==> src/rtl/sfpfe_pkg.sv <==
/*
  Shared constants and types of the serial flash pin front end.
  Assumes a 19-bit byte address space and a plain register port.
*/
package sfpfe_pkg;
  // array geometry
  localparam int ADDR_W = 19;
  localparam logic [8:0] PAGE_BYTES = 9'h100;
  localparam int PAGE_LSB = 8;
  localparam int SUBSECTOR_LSB = 12;
  localparam int SECTOR_LSB = 16;
  localparam logic [3:0] SECTOR_COUNT = 4'h8;
  localparam logic [2:0] TOP_SECTOR = 3'h7;
  localparam logic [2:0] LEVEL_NONE = 3'h0;
  localparam logic [2:0] LEVEL_COMPAT = 3'h1;
  localparam logic [2:0] LEVEL_ALL = 3'h4;

  // command codes, arbitrary values
  localparam logic [7:0] CMD_PAGE_WRITE = 8'h21;
  localparam logic [7:0] CMD_PAGE_PROGRAM = 8'h22;
  localparam logic [7:0] CMD_PAGE_ERASE = 8'h23;
  localparam logic [7:0] CMD_SMALL_BLOCK_ERASE = 8'h24;
  localparam logic [7:0] CMD_SECTOR_ERASE = 8'h25;
  localparam logic [7:0] CMD_FULL_CHIP_ERASE = 8'h26;
  localparam logic [7:0] CMD_STATUS_WRITE = 8'h27;
  localparam logic [7:0] CMD_STATUS_READ = 8'h28;

  // byte and bit positions inside a frame
  localparam logic [2:0] IDX_OPCODE = 3'h0;
  localparam logic [2:0] IDX_STATUS_DATA = 3'h1;
  localparam logic [2:0] IDX_FIRST_DATA = 3'h4;
  localparam logic [2:0] LAST_BIT = 3'h7;

  // device status byte
  localparam int ST_BUSY = 0;
  localparam int ST_LEVEL_LSB = 2;
  localparam int ST_LOCK = 7;
  localparam logic [7:0] STATUS_WRITE_MASK = 8'h9c;

  // register port
  localparam logic [3:0] REG_CTRL = 4'h0;
  localparam logic [3:0] REG_STATUS = 4'h1;
  localparam logic [3:0] REG_PROTECT = 4'h2;
  localparam int CTRL_NEWER = 0;
  localparam int STAT_LOST = 4;
  localparam int STAT_REFUSED = 5;

  // synchroniser order: clk, din, selectN, hwResetN, protectN, topLockN
  localparam logic [5:0] SYNC_RESET = 6'h0b;

  typedef enum logic [2:0] {
    ARR_NONE,
    ARR_ERASE_PAGE,
    ARR_ERASE_SUBSECTOR,
    ARR_ERASE_SECTOR,
    ARR_ERASE_ALL,
    ARR_PROGRAM_PAGE
  } sfpfe_arr_op_t;
endpackage

==> src/rtl/sfpfe_sync.sv <==
/*
  Two-flop synchroniser bank for pins.
  Assumes inputs are asynchronous to core_clk.
*/
`timescale 1ns/1ps
module sfpfe_sync #(
  parameter int WIDTH = 1,
  parameter logic [WIDTH-1:0] RESET_VAL = '0
) (
  input wire logic core_clk,
  input wire logic reset_n,
  input wire logic clkEn,
  input wire logic [WIDTH-1:0] asyncIn,
  output logic [WIDTH-1:0] syncOut
);
  typedef struct packed {
    logic [WIDTH-1:0] stage1;
    logic [WIDTH-1:0] stage2;
  } sfpfe_sync_t;

  sfpfe_sync_t s_reg;
  sfpfe_sync_t s_next;

  always_comb begin
    s_next = s_reg;
    s_next.stage1 = asyncIn;
    s_next.stage2 = s_reg.stage1;
  end

  always_ff @(posedge core_clk or negedge reset_n) begin
    if (!reset_n) begin
      s_reg <= {RESET_VAL, RESET_VAL};
    end else if (clkEn) begin
      s_reg <= s_next;
    end
  end

  assign syncOut = s_reg.stage2;
endmodule

==> src/rtl/sfpfe_cycle_timer.sv <==
/*
  Down counter timing one internal array cycle.
  Assumes loadCount is at least one when start pulses.
*/
`timescale 1ns/1ps
module sfpfe_cycle_timer #(
  parameter int WIDTH = 16
) (
  input wire logic core_clk,
  input wire logic reset_n,
  input wire logic clkEn,
  input wire logic start,
  input wire logic abort,
  input wire logic [WIDTH-1:0] loadCount,
  output logic running,
  output logic done
);
  typedef struct packed {
    logic running;
    logic done;
    logic [WIDTH-1:0] count;
  } sfpfe_timer_t;

  sfpfe_timer_t t_reg;
  sfpfe_timer_t t_next;

  always_comb begin
    t_next = t_reg;
    t_next.done = 1'b0;
    if (abort) begin
      t_next.running = 1'b0;
      t_next.count = '0;
    end else if (start) begin
      t_next.running = 1'b1;
      t_next.count = loadCount;
    end else if (t_reg.running) begin
      if (t_reg.count <= WIDTH'(1)) begin
        t_next.running = 1'b0;
        t_next.done = 1'b1;
        t_next.count = '0;
      end else begin
        t_next.count = t_reg.count - WIDTH'(1);
      end
    end
  end

  always_ff @(posedge core_clk or negedge reset_n) begin
    if (!reset_n) begin
      t_reg <= '0;
    end else if (clkEn) begin
      t_reg <= t_next;
    end
  end

  assign running = t_reg.running;
  assign done = t_reg.done;
endmodule

==> src/rtl/sfpfe_front_end.sv <==
/*
  Pin front end of a page organised serial flash: serial framing,
  command decode, page buffer loading, protection and cycle sequencing.
  Assumes the array back end consumes bufWr and arrOp pulses at once,
  and that all pins are asynchronous to core_clk.
*/
// Added by the designer: the address-and-strobe port and the register offsets.
// Functional notes
// serial output changes only after a falling serial clock edge, one bit per clock.
// input bits are sampled on each rising serial clock edge.
// deselected device keeps its serial output undriven.
// deselected device drops to standby only after internal cycles end.
// select low puts the device in active power.
// no instruction accepted until a select falling edge after power-up.
// reset pin high means normal operation.
// reset pin low holds reset state with output undriven.
// reset during an internal cycle disturbs it; host should avoid it.
// page write or program takes one to 256 bytes.
// page write erases the page, then programs it.
// eight sectors of sixteen subsectors; 256 pages per sector, 16 per subsector.
// 256-byte pages; in-page offset is the low eight address bits.
// page, subsector, sector and full erase each have their own command.
// protection is applied in whole 64-Kbyte sectors.
// newer variant writes only protect-level bits and status lock bit.
// newer variant pin limits follow level bits; level 001 acts like older (here level 001 locks the top sector whatever the pin).
// host uses clock mode 0 or 3 only.
// older variant: low top-block lock makes top 256 pages read-only.
// newer variant: low protect pin freezes the protected area setting (here only while the status lock bit is set).
// deselected device ignores clock and data, restarts at next select fall.
`timescale 1ns/1ps
module sfpfe_front_end
  import sfpfe_pkg::*;
#(
  parameter int ERASE_CYCLES = 2000,
  parameter int PROGRAM_CYCLES = 400,
  parameter int TIMER_WIDTH = 16
) (
  input wire logic core_clk,
  input wire logic reset_n,
  input wire logic clkEn,
  input wire logic serialClk,
  input wire logic serialIn,
  input wire logic selectN,
  input wire logic hwResetN,
  input wire logic protectPinN,
  input wire logic topBlockLockN,
  output logic serialOut,
  output logic serialOutEn,
  output logic activePower,
  output logic standbyPower,
  output logic busy,
  output logic bufWrValid,
  output logic [7:0] bufWrAddr,
  output logic [7:0] bufWrData,
  output logic arrOpValid,
  output sfpfe_pkg::sfpfe_arr_op_t arrOpKind,
  output logic [sfpfe_pkg::ADDR_W-1:0] arrOpAddr,
  input wire logic [3:0] regAddr,
  input wire logic [7:0] regWrData,
  input wire logic regWr,
  input wire logic regRd,
  output logic [7:0] regRdData
);
  import sfpfe_pkg::*;

  typedef enum logic [1:0] {
    PH_IDLE,
    PH_ERASE,
    PH_PROGRAM
  } sfpfe_phase_t;

  typedef struct packed {
    logic prevSclk;
    logic prevSelected;
    logic armed;
    logic inFrame;
    logic [2:0] bitCnt;
    logic [7:0] shiftIn;
    logic [2:0] byteIdx;
    logic [7:0] opcode;
    logic [ADDR_W-1:0] addr;
    logic [8:0] byteCount;
    logic [7:0] statusData;
    logic [7:0] shiftOut;
    logic outActive;
    logic serialOut;
    logic serialOutEn;
    logic bufWrValid;
    logic [7:0] bufWrAddr;
    logic [7:0] bufWrData;
    logic arrOpValid;
    sfpfe_arr_op_t arrOpKind;
    logic [ADDR_W-1:0] arrOpAddr;
    sfpfe_phase_t phase;
    logic pendingProgram;
    logic [2:0] protLevel;
    logic statusLock;
    logic newVariant;
    logic dataLost;
    logic refused;
    logic activePower;
    logic standbyPower;
    logic busy;
    logic [7:0] regRdData;
  } sfpfe_state_t;

  localparam logic [TIMER_WIDTH-1:0] ERASE_LOAD = TIMER_WIDTH'(ERASE_CYCLES);
  localparam logic [TIMER_WIDTH-1:0] PROGRAM_LOAD = TIMER_WIDTH'(PROGRAM_CYCLES);

  sfpfe_state_t s_reg;
  sfpfe_state_t s_next;
  logic [5:0] pinSync;
  logic sclkS;
  logic dinS;
  logic selNS;
  logic hwRstNS;
  logic protNS;
  logic topLockNS;
  logic timerStart;
  logic timerAbort;
  logic [TIMER_WIDTH-1:0] timerLoad;
  logic timerDone;

  sfpfe_sync #(
    .WIDTH(6),
    .RESET_VAL(SYNC_RESET)
  ) pinSyncBank (
    .core_clk(core_clk),
    .reset_n(reset_n),
    .clkEn(clkEn),
    .asyncIn({serialClk, serialIn, selectN, hwResetN, protectPinN, topBlockLockN}),
    .syncOut(pinSync)
  );

  assign {sclkS, dinS, selNS, hwRstNS, protNS, topLockNS} = pinSync;

  sfpfe_cycle_timer #(
    .WIDTH(TIMER_WIDTH)
  ) cycleTimer (
    .core_clk(core_clk),
    .reset_n(reset_n),
    .clkEn(clkEn),
    .start(timerStart),
    .abort(timerAbort),
    .loadCount(timerLoad),
    .running(),
    .done(timerDone)
  );

  // protected region is always the top of the array, whole sectors only
  function automatic logic sectorLocked(
    input logic [2:0] sector,
    input logic [2:0] level,
    input logic newer,
    input logic pinLow
  );
    logic [3:0] floorSector;
    logic locked;
    floorSector = SECTOR_COUNT - (4'h1 << (level - 3'h1));
    locked = 1'b0;
    if (!newer) begin
      locked = pinLow && (sector == TOP_SECTOR);
    end else if (level == LEVEL_NONE) begin
      locked = 1'b0;
    end else if (level >= LEVEL_ALL) begin
      locked = 1'b1;
    end else begin
      locked = ({1'b0, sector} >= floorSector);
    end
    if (newer && level == LEVEL_COMPAT && pinLow && sector == TOP_SECTOR) begin
      locked = 1'b1;
    end
    return locked;
  endfunction

  function automatic logic [7:0] statusByte(input sfpfe_state_t st);
    logic [7:0] b;
    b = 8'h00;
    b[ST_BUSY] = st.phase != PH_IDLE;
    b[ST_LEVEL_LSB +: 3] = st.protLevel;
    b[ST_LOCK] = st.statusLock;
    return b;
  endfunction

  always_comb begin
    logic selFall;
    logic selRise;
    logic sclkRise;
    logic sclkFall;
    logic [7:0] rxByte;
    logic [2:0] sector;
    logic lockedHere;
    logic wholeBytes;
    logic idle;
    s_next = s_reg;
    selFall = selNS == 1'b0 && !s_reg.prevSelected;
    selRise = selNS && s_reg.prevSelected;
    sclkRise = sclkS && !s_reg.prevSclk;
    sclkFall = !sclkS && s_reg.prevSclk;
    rxByte = {s_reg.shiftIn[6:0], dinS};
    sector = s_reg.addr[SECTOR_LSB +: 3];
    lockedHere = sectorLocked(sector, s_reg.protLevel, s_reg.newVariant, !topLockNS);
    wholeBytes = s_reg.bitCnt == 3'h0;
    idle = s_reg.phase == PH_IDLE;
    timerStart = 1'b0;
    timerAbort = 1'b0;
    timerLoad = ERASE_LOAD;
    s_next.prevSclk = sclkS;
    s_next.prevSelected = !selNS;
    s_next.bufWrValid = 1'b0;
    s_next.arrOpValid = 1'b0;
    // write one to clear; sets further down win a same-cycle clash
    if (regWr && regAddr == REG_STATUS) begin
      if (regWrData[STAT_LOST]) begin
        s_next.dataLost = 1'b0;
      end
      if (regWrData[STAT_REFUSED]) begin
        s_next.refused = 1'b0;
      end
    end

    if (!hwRstNS) begin
      // pin reset aborts everything; nonvolatile protect bits survive
      if (!idle) begin
        s_next.dataLost = 1'b1;
      end
      timerAbort = 1'b1;
      s_next.phase = PH_IDLE;
      s_next.pendingProgram = 1'b0;
      s_next.armed = 1'b0;
      s_next.inFrame = 1'b0;
      s_next.outActive = 1'b0;
      s_next.serialOutEn = 1'b0;
      s_next.serialOut = 1'b0;
    end else begin
      if (selFall) begin
        s_next.armed = 1'b1;
        s_next.inFrame = 1'b1;
        s_next.bitCnt = 3'h0;
        s_next.byteIdx = IDX_OPCODE;
        s_next.byteCount = 9'h000;
        s_next.addr = '0;
        s_next.outActive = 1'b0;
      end
      if (selNS) begin
        s_next.inFrame = 1'b0;
        s_next.outActive = 1'b0;
        s_next.serialOutEn = 1'b0;
      end

      if (s_reg.inFrame && !selNS && sclkRise) begin
        s_next.shiftIn = rxByte;
        s_next.bitCnt = s_reg.bitCnt + 3'h1;
        if (s_reg.bitCnt == LAST_BIT) begin
          if (s_reg.byteIdx < IDX_FIRST_DATA) begin
            s_next.byteIdx = s_reg.byteIdx + 3'h1;
          end
          if (s_reg.byteIdx == IDX_OPCODE) begin
            s_next.opcode = rxByte;
            if (rxByte == CMD_STATUS_READ) begin
              s_next.shiftOut = statusByte(s_reg);
              s_next.outActive = 1'b1;
            end
          end else if (s_reg.opcode == CMD_STATUS_WRITE) begin
            if (s_reg.byteIdx == IDX_STATUS_DATA) begin
              s_next.statusData = rxByte;
            end
          end else if (s_reg.byteIdx < IDX_FIRST_DATA) begin
            s_next.addr = {s_reg.addr[ADDR_W-9:0], rxByte};
          end else if (idle && (s_reg.opcode == CMD_PAGE_WRITE ||
                                s_reg.opcode == CMD_PAGE_PROGRAM)) begin
            // offset wraps inside the page; bytes past 256 overwrite
            s_next.bufWrValid = 1'b1;
            s_next.bufWrAddr = s_reg.addr[7:0] + s_reg.byteCount[7:0];
            s_next.bufWrData = rxByte;
            if (s_reg.byteCount != PAGE_BYTES) begin
              s_next.byteCount = s_reg.byteCount + 9'h001;
            end
          end
        end
      end

      if (s_reg.inFrame && !selNS && sclkFall && s_reg.outActive) begin
        // status repeats while the clock keeps running
        s_next.serialOut = s_reg.shiftOut[7];
        s_next.shiftOut = {s_reg.shiftOut[6:0], s_reg.shiftOut[7]};
        s_next.serialOutEn = 1'b1;
      end

      if (selRise && s_reg.inFrame && wholeBytes) begin
        s_next.arrOpAddr = {s_reg.addr[ADDR_W-1:PAGE_LSB], 8'h00};
        if (!idle && s_reg.opcode != CMD_STATUS_READ) begin
          s_next.refused = 1'b1;
        end else if ((s_reg.opcode == CMD_PAGE_WRITE ||
                      s_reg.opcode == CMD_PAGE_PROGRAM) &&
                     s_reg.byteIdx == IDX_FIRST_DATA) begin
          if (s_reg.byteCount == 9'h000 || lockedHere) begin
            s_next.refused = 1'b1;
          end else if (s_reg.opcode == CMD_PAGE_WRITE) begin
            s_next.phase = PH_ERASE;
            s_next.pendingProgram = 1'b1;
            s_next.arrOpValid = 1'b1;
            s_next.arrOpKind = ARR_ERASE_PAGE;
            timerStart = 1'b1;
            timerLoad = ERASE_LOAD;
          end else begin
            s_next.phase = PH_PROGRAM;
            s_next.arrOpValid = 1'b1;
            s_next.arrOpKind = ARR_PROGRAM_PAGE;
            timerStart = 1'b1;
            timerLoad = PROGRAM_LOAD;
          end
        end else if ((s_reg.opcode == CMD_PAGE_ERASE ||
                      s_reg.opcode == CMD_SMALL_BLOCK_ERASE ||
                      s_reg.opcode == CMD_SECTOR_ERASE) &&
                     s_reg.byteIdx == IDX_FIRST_DATA) begin
          if (lockedHere || (!s_reg.newVariant &&
                             s_reg.opcode == CMD_SMALL_BLOCK_ERASE)) begin
            s_next.refused = 1'b1;
          end else begin
            s_next.phase = PH_ERASE;
            s_next.arrOpValid = 1'b1;
            timerStart = 1'b1;
            timerLoad = ERASE_LOAD;
            unique case (s_reg.opcode)
              CMD_PAGE_ERASE: begin
                s_next.arrOpKind = ARR_ERASE_PAGE;
                s_next.arrOpAddr = {s_reg.addr[ADDR_W-1:PAGE_LSB], 8'h00};
              end
              CMD_SMALL_BLOCK_ERASE: begin
                s_next.arrOpKind = ARR_ERASE_SUBSECTOR;
                s_next.arrOpAddr = {s_reg.addr[ADDR_W-1:SUBSECTOR_LSB], 12'h000};
              end
              default: begin
                s_next.arrOpKind = ARR_ERASE_SECTOR;
                s_next.arrOpAddr = {s_reg.addr[ADDR_W-1:SECTOR_LSB], 16'h0000};
              end
            endcase
          end
        end else if (s_reg.opcode == CMD_FULL_CHIP_ERASE &&
                     s_reg.byteIdx == IDX_STATUS_DATA) begin
          // top sector is inside every protected region
          if (!s_reg.newVariant ||
              sectorLocked(TOP_SECTOR, s_reg.protLevel, 1'b1, !topLockNS)) begin
            s_next.refused = 1'b1;
          end else begin
            s_next.phase = PH_ERASE;
            s_next.arrOpValid = 1'b1;
            s_next.arrOpKind = ARR_ERASE_ALL;
            s_next.arrOpAddr = '0;
            timerStart = 1'b1;
            timerLoad = ERASE_LOAD;
          end
        end else if (s_reg.opcode == CMD_STATUS_WRITE &&
                     s_reg.byteIdx == IDX_FIRST_DATA - 3'h2) begin
          if (!s_reg.newVariant || (s_reg.statusLock && !protNS)) begin
            s_next.refused = 1'b1;
          end else begin
            s_next.protLevel = s_reg.statusData[ST_LEVEL_LSB +: 3];
            s_next.statusLock = s_reg.statusData[ST_LOCK];
          end
        end
      end

      if (timerDone) begin
        if (s_reg.phase == PH_ERASE && s_reg.pendingProgram) begin
          s_next.phase = PH_PROGRAM;
          s_next.pendingProgram = 1'b0;
          s_next.arrOpValid = 1'b1;
          s_next.arrOpKind = ARR_PROGRAM_PAGE;
          timerStart = 1'b1;
          timerLoad = PROGRAM_LOAD;
        end else begin
          s_next.phase = PH_IDLE;
        end
      end
    end

    // standby only once deselected and no array cycle remains
    s_next.activePower = !selNS || s_next.phase != PH_IDLE;
    s_next.standbyPower = selNS && s_next.phase == PH_IDLE;
    s_next.busy = s_next.phase != PH_IDLE;

    if (regWr && regAddr == REG_CTRL) begin
      s_next.newVariant = regWrData[CTRL_NEWER];
    end
    s_next.regRdData = 8'h00;
    if (regRd) begin
      unique case (regAddr)
        REG_CTRL: s_next.regRdData = {7'h00, s_reg.newVariant};
        REG_STATUS: s_next.regRdData = {2'h0, s_reg.refused, s_reg.dataLost,
                                        s_reg.armed, s_reg.standbyPower,
                                        s_reg.inFrame, s_reg.busy};
        REG_PROTECT: s_next.regRdData = statusByte(s_reg);
        default: s_next.regRdData = 8'h00;
      endcase
    end
  end

  always_ff @(posedge core_clk or negedge reset_n) begin
    if (!reset_n) begin
      s_reg <= '0;
    end else if (clkEn) begin
      s_reg <= s_next;
    end
  end

  assign serialOut = s_reg.serialOut;
  assign serialOutEn = s_reg.serialOutEn;
  assign activePower = s_reg.activePower;
  assign standbyPower = s_reg.standbyPower;
  assign busy = s_reg.busy;
  assign bufWrValid = s_reg.bufWrValid;
  assign bufWrAddr = s_reg.bufWrAddr;
  assign bufWrData = s_reg.bufWrData;
  assign arrOpValid = s_reg.arrOpValid;
  assign arrOpKind = s_reg.arrOpKind;
  assign arrOpAddr = s_reg.arrOpAddr;
  assign regRdData = s_reg.regRdData;
endmodule

==> config.mk <==
export PLATFORM = sky130hd
export DESIGN_NAME = sfpfe_front_end
export DESIGN_NICKNAME = d
export VERILOG_FILES = /design/src/rtl/sfpfe_pkg.sv /design/src/rtl/sfpfe_sync.sv /design/src/rtl/sfpfe_cycle_timer.sv /design/src/rtl/sfpfe_front_end.sv
export SDC_FILE = /design/constraint.sdc
export NUM_CORES = 1
export LEC_CHECK = 0
export CAP_MARGIN = 20
export CORE_MARGIN = 3
export CORE_UTILIZATION = 37
export CTS_CLUSTER_DIAMETER = 30
export DETAILED_ROUTE_END_ITERATION = 10
export DONT_BUFFER_PORTS = 1
export HOLD_SLACK_MARGIN = 0.05
export PLACE_DENSITY = 0.6
export SETUP_SLACK_MARGIN = 0.5
export SYNTH_ARGS = -nofsm -noshare
export SYNTH_HDL_FRONTEND = slang
export SYNTH_HIERARCHICAL = 1
export SYNTH_SLANG_ARGS = --single-unit
==> constraint.sdc <==
create_clock -name core_clk -period 11.4 [get_ports core_clk]
set_clock_uncertainty 0.2 [all_clocks]
set_input_delay 1.14 -clock core_clk [delete_from_list [all_inputs] [get_ports core_clk]]
set_output_delay 1.14 -clock core_clk [all_outputs]
set_load 0.02 [all_outputs]
==> impl_table.tex, run 1 <==
\begin{tabular}{lr}
\hline
Metric & Value \\
\hline
\multicolumn{2}{l}{\textbf{Routing}} \\
\quad DR pass1 iterations & 4 \\
\quad Wire length per cell & between 15 and 20 um \\
\quad First DRT Iteration DRCs & between 300 and 400 \\
\quad Remaining design rule violation count & 0 \\
\quad Final WL & between 15000 and 20000 um \\
\quad Via count & 5502 \\
\quad Drt via density & between 5 and 6 \\
\quad Antenna Nets Post-Route & 0 \\
\multicolumn{2}{l}{\textbf{Timing}} \\
\quad Tightest Pin Transition & approximately 0.90 ns \\
\quad Final Critical Period & around 4.3 ns \\
\quad Post-route fraction of the period consumed by the critical path & 37.5\% \\
\quad Rel. slew slack & about two fifths \\
\quad Final max-slew violation count & 0 \\
\quad Worst slack on hold paths & roughly 0.22 ns \\
\quad Number of setup violations in the final report & 0 \\
\quad Max Freq & between 200 and 250 MHz \\
\quad Fin. Hold Viols & 0 \\
\quad Total Negative Setup Slacks & 0 ns \\
\quad Setup repair after global routing missed its margin & no \\
\multicolumn{2}{l}{\textbf{Outcome}} \\
\quad Result of the run & finished, final reports clean \\
\multicolumn{2}{l}{\textbf{GRT}} \\
\quad Antenna violations before repair & 0 \\
\quad Total routing resource utilization after global routing & 15.8\% \\
\quad Via count of the first global-routing pass & roughly 5.4k \\
\quad Total congestion overflow after global routing & 0 \\
\quad Pin count of the biggest net entering global routing & 151 \\
\quad Wire length of the first global-routing pass & between 20000 and 30000 um \\
\multicolumn{2}{l}{\textbf{Floorplanning}} \\
\quad DIE AREA & between 0.02 and 0.025 mm2 \\
\quad Floorplan Core Area & between 0.02 and 0.025 mm2 \\
\quad Number of top-level pins & 76 \\
\quad Starting utilization of the core area & 37.8\% \\
\quad Height of the die & $\sim$150 um \\
\quad Floorplan row count & 53 \\
\quad Die Width & approximately 150 um \\
\multicolumn{2}{l}{\textbf{Setup path}} \\
\quad Required time of the critical path & about 12 ns \\
\quad Critical-path maximum fanout & 16 \\
\quad Startpoint types & flip-flop \\
\quad Crit-path cells & or3b\_2 -> ha\_1 -> xnor2\_1 -> ha\_1 -> a211o\_1 -> a31oi\_1 -> o311a\_1 -> a211o\_1 -> nand3\_2 -> a21oi\_1 -> buf\_4 -> o31ai\_2 -> buf\_6 -> o21bai\_1 -> o2bb2ai\_1 \\
\quad Critical path depth & 15 \\
\quad Type of element capturing the critical path & flip-flop \\
\quad Worst Path Arrival & 4.42 ns \\
\quad Standard cell with the maximum stage delay on the critical path & o31ai\_2 \\
\quad Crit path largest cell delay & 0.63 ns \\
\quad Number of buffer and inverter instances along the worst setup path & 2 \\
\quad Register-to-Register Path Depth & 15 \\
\quad Critical setup path kind & reg -> reg \\
\quad Family with the most delay on the worst path & compound AO/OA/AOI/OAI gates \\
\multicolumn{2}{l}{\textbf{Clocking}} \\
\quad Depth of the CTS H-tree & 4 \\
\quad Clock transition at the registers of the reported paths & about 0.060 ns \\
\quad Number of sinks on the clock net & 150 \\
\quad Number of setup buffers added after CTS & 0 \\
\quad Clock buffer depth & 2 \\
\quad CTS tree & done \\
\quad Number of buffers inserted during clock tree synthesis & 17 \\
\quad Clk Latency, worst-skew pair & 0.42 ns \\
\quad Number of buffers added to fix hold violations after cts & 0 \\
\quad Quantity of gates resized following cts & 0 \\
\quad Clock Tree Root & clkbuf\_16 \\
\multicolumn{2}{l}{\textbf{Hold path}} \\
\quad Worst hold path class & in -> async \\
\multicolumn{2}{l}{\textbf{Placement}} \\
\quad Number of instances in the placed design & about 1k \\
\quad Port-buffer cells & 0 \\
\quad Detailed Place HPWL & 12500 um \\
\quad Placed cell area & roughly 0.0080 mm2 \\
\quad Final estimated routing congestion in global placement & 0.834 \\
\multicolumn{2}{l}{\textbf{Pwr}} \\
\quad Leakage power total & approximately 4.0 nW \\
\quad Power per Cell Area & between 100 and 150 mW/mm2 \\
\quad Worst ir drop on vdd & approximately 0.10 mV \\
\quad Total power consumption of the routed design & approximately 0.0012 W \\
\multicolumn{2}{l}{\textbf{Layout}} \\
\quad Antenna diodes & 0 \\
\quad Fraction of final layout cells sized beyond drive strength 1 & between 10\% and 20\% \\
\quad Post-layout instance count excluding filler cells & $\sim$1.0k \\
\quad Net count, final & 802 \\
\quad Flip-flop count of the largest register, all copies and words added & 76 \\
\quad Count of fill cells added during filler insertion & 2075 \\
\quad Post-synthesis to final-layout area growth & 7.97\% \\
\quad Final std cell area, no fill & between 0.008 and 0.009 mm2 \\
\multicolumn{2}{l}{\textbf{Yosys}} \\
\quad Cell type contributing the most total cell area after synthesis & dfrtp\_1 \\
\quad Average cell area after synthesis & $\sim$10 um2 \\
\quad Synthesized instance count & about 790 \\
\quad Total of flip-flops plus latches after synthesis & 150 \\
\quad Leading post-synthesis cells by cell area & dfrtp\_1, mux2\_2, nand2\_1, buf\_4, ha\_1 \\
\quad Syn. warnings & 6 \\
\quad Flip-flop cell with the highest count after synthesis & dfrtp\_1 \\
\quad Share of async-settable or async-resettable flops after synthesis & 100\% \\
\quad Number of enable flip-flop cells after synthesis & 0 \\
\quad Cell area after synthesis & 0.00797 mm2 \\
\quad Distinct cell type count of the synthesized netlist & between 80 and 90 \\
\quad Area share of the leading cell type in the synthesized netlist & a little under half \\
\quad Portion of the post-synthesis area used by sequential elements & a little under half \\
\multicolumn{2}{l}{\textbf{Job}} \\
\quad Total of max-cap violations & 0 \\
\hline
\end{tabular}
report_power, final:
part / switching, W / internal (W) / leakage, nW / total, W
Sequential: 0.0000227 / 0.000550 / 2.04 / 0.000572
Combinational: 0.0000305 / 0.0000244 / 1.61 / 0.0000550
Clock: 0.000222 / 0.000375 / 0.309 / 0.000597
Total: 0.000276 / 0.000949 / 3.96 / 0.00122
logic make-up (layout without fill, tap and decap cells):
family / Yosys count / count (layout) / synth area share [%]
other: 2 / 22 / 0.0942
AOI/OAI and AO/OA: 166 / 166 / 13.8
muxes: 57 / 57 / 8.44
adders and majority gates: 23 / 23 / 3.70
and+or+nand+nor: 275 / 275 / 18.3
buffers and inverters: 101 / 63 / 7.11
xor gates and xnor gates: 13 / 13 / 1.43
DFF: 150 / 150 / 47.2
metal layers:
layer | track usage (%) | vias up | routed length, um
met2 | 24.2 | 87 | 8170
met1 | 21.6 | 2715 | 8630
met5 | 0 | - | 0
li1 | - | 2684 | -
met4 | 4.79 | 0 | 227
met3 | 4.66 | 16 | 886
final cells by class:
type | count | area [um2] | share of cell area [%]
Timing Repair Buffer | 5 | 45.0 | 0.523
Inverter | 26 | 97.6 | 1.13
Clock inverter | 10 | 141 | 1.64
Clock buffer | 22 | 494 | 5.74
Multi-Input combinational cell | 556 | 3730 | 43.3
Tap cell | 275 | 344 | 4.00
Sequential cell | 150 | 3760 | 43.7
worst reg2reg max path: cells and delay by family (launching register included):
family	cells	cell delay, ns
AOI/OAI and AO/OA	8	1.81
and+or+nand+nor	2	0.63
adders and majority gates	2	0.49
DFF	1	0.48
buffers and inverters	2	0.45
xor gates and xnor gates	1	0.13
layout by cell type (no fill, tap or decap), types with 17 or more instances in the layout:
cell type  count
inv_1         26
nand3_1       31
o21ai_0       44
nor2_1        41
ha_1          22
dfrtp_1      144
clkbuf_16     17
conb_1        22
nand2_1       99
a21oi_1       33
mux2_2        38
per-stage QoR:
stage	utilization [%]	worst slack, ns
4_1_cts	40.8	7.11
5_1_grt	40.8	6.79
6_report	40.8	7.13
3_3_place_gp	37.7	6.87
2_1_floorplan	-	7.53
3_5_place_dp	37.8	7.14
synth_stat cells (all sizes together) (9+ instances only):
cell and instances:
nor3 18, mux2 49, nand3 33, ha 22
buf 53, nand2 99, a22o 14, a21oi 34
nor2b 9, a22oi 11, inv 26, clkbuf 22
dfrtp 144, nor2 42, o21ai 52
path summary, 6_finish.rpt:
check,from,endpoint,slack [ns]
worst max-delay path,s_reg[17]$_DFFE_PN0P_,cycleTimer/t_reg[2]$_DFFE_PN0P_,7.13
worst min-delay path,reset_n,regRdData[2]$_DFFE_PN0P_,0.22
worst max register to register,s_reg[17]$_DFFE_PN0P_,cycleTimer/t_reg[2]$_DFFE_PN0P_,7.13
worst min register to register,s_reg[102]$_DFFE_PN0P_,arrOpAddr[13]$_DFFE_PN0P_,0.29
max in group asynchronous,reset_n,pinSyncBank/s_next[3]$_DFFE_PN1P_,10.50
min in group core_clk,s_reg[102]$_DFFE_PN0P_,arrOpAddr[13]$_DFFE_PN0P_,0.29
No activity file was read; power rests on OpenSTA's default activity.
==> run 2, diff against run 1 <==
==> constraint.sdc (replaced) <==
create_clock -name core_clk -period 4.1 [get_ports core_clk]
set_clock_uncertainty 0.2 [all_clocks]
set_input_delay 0.41 -clock core_clk [delete_from_list [all_inputs] [get_ports core_clk]]
set_output_delay 0.41 -clock core_clk [all_outputs]
set_load 0.02 [all_outputs]
==> run 2 against run 1 <==
Net effect:
- the run now ends with hold timing left
- core utilization grew 1.9 points
- die area is the same
- combinational power grew to 3.3 times the previous value
- final cell count grew 3.4%
- sequential share of layout area shrank 1.9 points
- hold slack lost 0.74 ns
- critical path type unchanged
- largest power group is now registers
- highest routed layer unchanged
==> impl_table.tex, run 2 (same netlist as run 1, synthesis figures left out) <==
\begin{tabular}{lr}
\hline
Metric & Value \\
\hline
\multicolumn{2}{l}{\textbf{Pwr}} \\
\quad Worst ir drop on vdd & a little under 0.3 mV \\
\quad Proportion of power drawn by flip-flops and latches & approximately half \\
\quad Reported net switching power & 0.000758 W \\
\quad Clock share of power & 46.5\% \\
\quad Sw Share & a little under a quarter \\
\quad Combinational share of power & roughly 5.5\% \\
\quad Power per Cell Area & roughly 370 mW/mm2 \\
\quad Leakage power total & roughly 4.1 nW \\
\quad Internal power contribution & $\sim$0.0026 W \\
\multicolumn{2}{l}{\textbf{Layout}} \\
\quad Highest-count cells in the layout ignoring fill and taps & dfrtp\_1, nand2\_1, nor2\_1 \\
\quad Post-synthesis to final-layout area growth & 12.9\% \\
\quad Final std cell area, no fill & 0.00900 mm2 \\
\quad Post-route core utilization & between 40\% and 50\% \\
\quad Net count, final & about 840 \\
\quad Fraction of final layout cells sized beyond drive strength 1 & between 10\% and 20\% \\
\quad Commonest non-fill, non-tap cell in the layout & dfrtp\_1 \\
\quad Flip-flop count of the largest register, all copies and words added & 76 \\
\quad Antenna diodes & 0 \\
\multicolumn{2}{l}{\textbf{Routing}} \\
\quad First DRT Iteration DRCs & between 300 and 400 \\
\quad Remaining design rule violation count & 0 \\
\quad Final WL & $\sim$19000 um \\
\quad Drt via density & between 5 and 6 \\
\quad DR pass1 iterations & 4 \\
\quad Via count & approximately 5.7k \\
\quad Antenna Nets Post-Route & 0 \\
\quad Wire length per cell & $\sim$17 um \\
\multicolumn{2}{l}{\textbf{Floorplanning}} \\
\quad DIE AREA & between 0.02 and 0.025 mm2 \\
\quad Starting utilization of the core area & 37.8\% \\
\quad Die Width & 153 um \\
\quad Floorplan Core Area & approximately 0.021 mm2 \\
\quad Number of top-level pins & 76 \\
\quad Floorplan row count & 53 \\
\quad Height of the die & around 150 um \\
\multicolumn{2}{l}{\textbf{Setup path}} \\
\quad Number of buffer and inverter instances along the worst setup path & 0 \\
\quad Crit-path cells & or3b\_4 -> ha\_4 -> xnor2\_2 -> ha\_1 -> a211o\_1 -> a31oi\_1 -> o311a\_1 -> a211o\_1 -> nand3\_2 -> a21oi\_4 -> and4bb\_4 -> o41ai\_2 -> a21oi\_1 -> o21ai\_1 -> o311ai\_2 \\
\quad Startpoint types & flip-flop \\
\quad Setup slack on the worst flop-to-flop path & between 0.4 and 0.5 ns \\
\quad Required time of the critical path & about 4.2 ns \\
\quad Type of element capturing the critical path & flip-flop \\
\quad Critical-path maximum fanout & 6 \\
\quad Standard cell with the maximum stage delay on the critical path & dfrtp\_2 \\
\quad Critical setup path kind & reg -> reg \\
\quad Crit path largest cell delay & 0.42 ns \\
\quad Critical Path Most Common Cell & a211o\_1 \\
\quad Family with the most delay on the worst path & compound AO/OA/AOI/OAI gates \\
\quad Worst Path Arrival & 3.74 ns \\
\multicolumn{2}{l}{\textbf{Timing}} \\
\quad Tightest Pin Transition & between 0.9 and 1 ns \\
\quad Post-route fraction of the period consumed by the critical path & between 80\% and 90\% \\
\quad Fin. Hold Viols & 150 \\
\quad Setup repair after global routing missed its margin & yes \\
\quad Worst Slack Setup Final & between 0.4 and 0.5 ns \\
\quad Number of setup violations in the final report & 0 \\
\quad Final Critical Period & roughly 3.6 ns \\
\quad Total Negative Setup Slacks & 0 ns \\
\quad Rel. slew slack & 38.3\% \\
\quad Worst slack on hold paths & -0.516 ns \\
\quad Final max-slew violation count & 0 \\
\quad Max Freq & around 270 MHz \\
\multicolumn{2}{l}{\textbf{Clocking}} \\
\quad Clock transition at the registers of the reported paths & roughly 0.060 ns \\
\quad Number of sinks on the clock net & 150 \\
\quad Clk Latency, worst-skew pair & roughly 0.42 ns \\
\quad Clock Tree Root & clkbuf\_16 \\
\quad Clock buffer depth & 2 \\
\quad CTS tree & done \\
\quad Number of buffers inserted during clock tree synthesis & 17 \\
\quad Number of buffers added to fix hold violations after cts & 13 \\
\quad Depth of the CTS H-tree & 4 \\
\multicolumn{2}{l}{\textbf{Placement}} \\
\quad Post-place setup slack & $\sim$0.27 ns \\
\quad Port-buffer cells & 0 \\
\quad Detailed Place HPWL & between 10000 and 15000 um \\
\quad Placed cell area & 0.00806 mm2 \\
\quad Final estimated routing congestion in global placement & $\sim$0.85 \\
\multicolumn{2}{l}{\textbf{Outcome}} \\
\quad Failing checks & hold timing \\
\quad Result of the run & finished, violations left \\
\multicolumn{2}{l}{\textbf{GRT}} \\
\quad Pin count of the biggest net entering global routing & 151 \\
\quad Total congestion overflow after global routing & 0 \\
\quad Wire length of the first global-routing pass & 31000 um \\
\quad Antenna violations before repair & 0 \\
\quad Via count of the first global-routing pass & about 5.7k \\
\quad Total routing resource utilization after global routing & between 10\% and 20\% \\
\multicolumn{2}{l}{\textbf{Job}} \\
\quad Total of max-cap violations & 0 \\
\multicolumn{2}{l}{\textbf{Hold path}} \\
\quad Worst hold path class & in -> async \\
\hline
\end{tabular}
## run 2: power by group through the flow
| stage | clock, W | combinational, W | sequential, W |
|---|---|---|---|
| 2_1_floorplan | 0 | 0.000140 | 0.00159 |
| 3_3_place_gp | 0 | 0.000153 | 0.00162 |
| 3_5_place_dp | 0 | 0.000154 | 0.00162 |
| 4_1_cts | 0.00158 | 0.000179 | 0.00159 |
| 5_1_grt | 0.00165 | 0.000202 | 0.00160 |
| 6_report | 0.00154 | 0.000181 | 0.00159 |
## run 2: cell type report
class | count | area, um2
fill | 2012 | 12100
tap | 275 | 344
multi-input combinational | 556 | 3850
timing repair buffer | 41 | 365
sequential | 150 | 3760
clock buffer | 24 | 482
clock inverter | 8 | 98.8
inverter | 26 | 97.6
## run 2: routing by layer
metal	global-route usage (%)	part of all wire, %
met1	23.2	49
met3	4.15	4.8
met5	0	0
met2	24.5	45
met4	5.52	1.9
## run 2: worst paths after layout
path                                  startpoint                                 end  depth (start not counted)
min in group core_clk                 regAddr[1]            regRdData[3]$_DFFE_PN0P_                          3
min                                      reset_n            regRdData[2]$_DFFE_PN0P_                          0
max in group asynchronous                reset_n  pinSyncBank/syncOut[3]$_DFFE_PN1P_                          0
min reg2reg                s_reg[64]$_DFFE_PN0P_               s_reg[64]$_DFFE_PN0P_                          2
max                        s_reg[17]$_DFFE_PN0P_    cycleTimer/t_reg[13]$_DFFE_PN0P_                         15
max reg2reg                s_reg[17]$_DFFE_PN0P_    cycleTimer/t_reg[13]$_DFFE_PN0P_                         15
## run 2: repair_timing
item,in CTS,in global routing
resized for setup,12,16
setup endpoints to repair,17,17
pin swaps,8,11
setup buffers,9,4
endpoints found under the hold margin,186,150
cloned,1,0
## run 2: metrics by stage
step / power (W) / cells
floorplan: 0.00173 / 807
global placement: 0.00177 / 1021
detailed placement: 0.00177 / 1021
CTS: 0.00335 / 1076
global route: 0.00345 / 1080
finish: 0.00331 / 1080
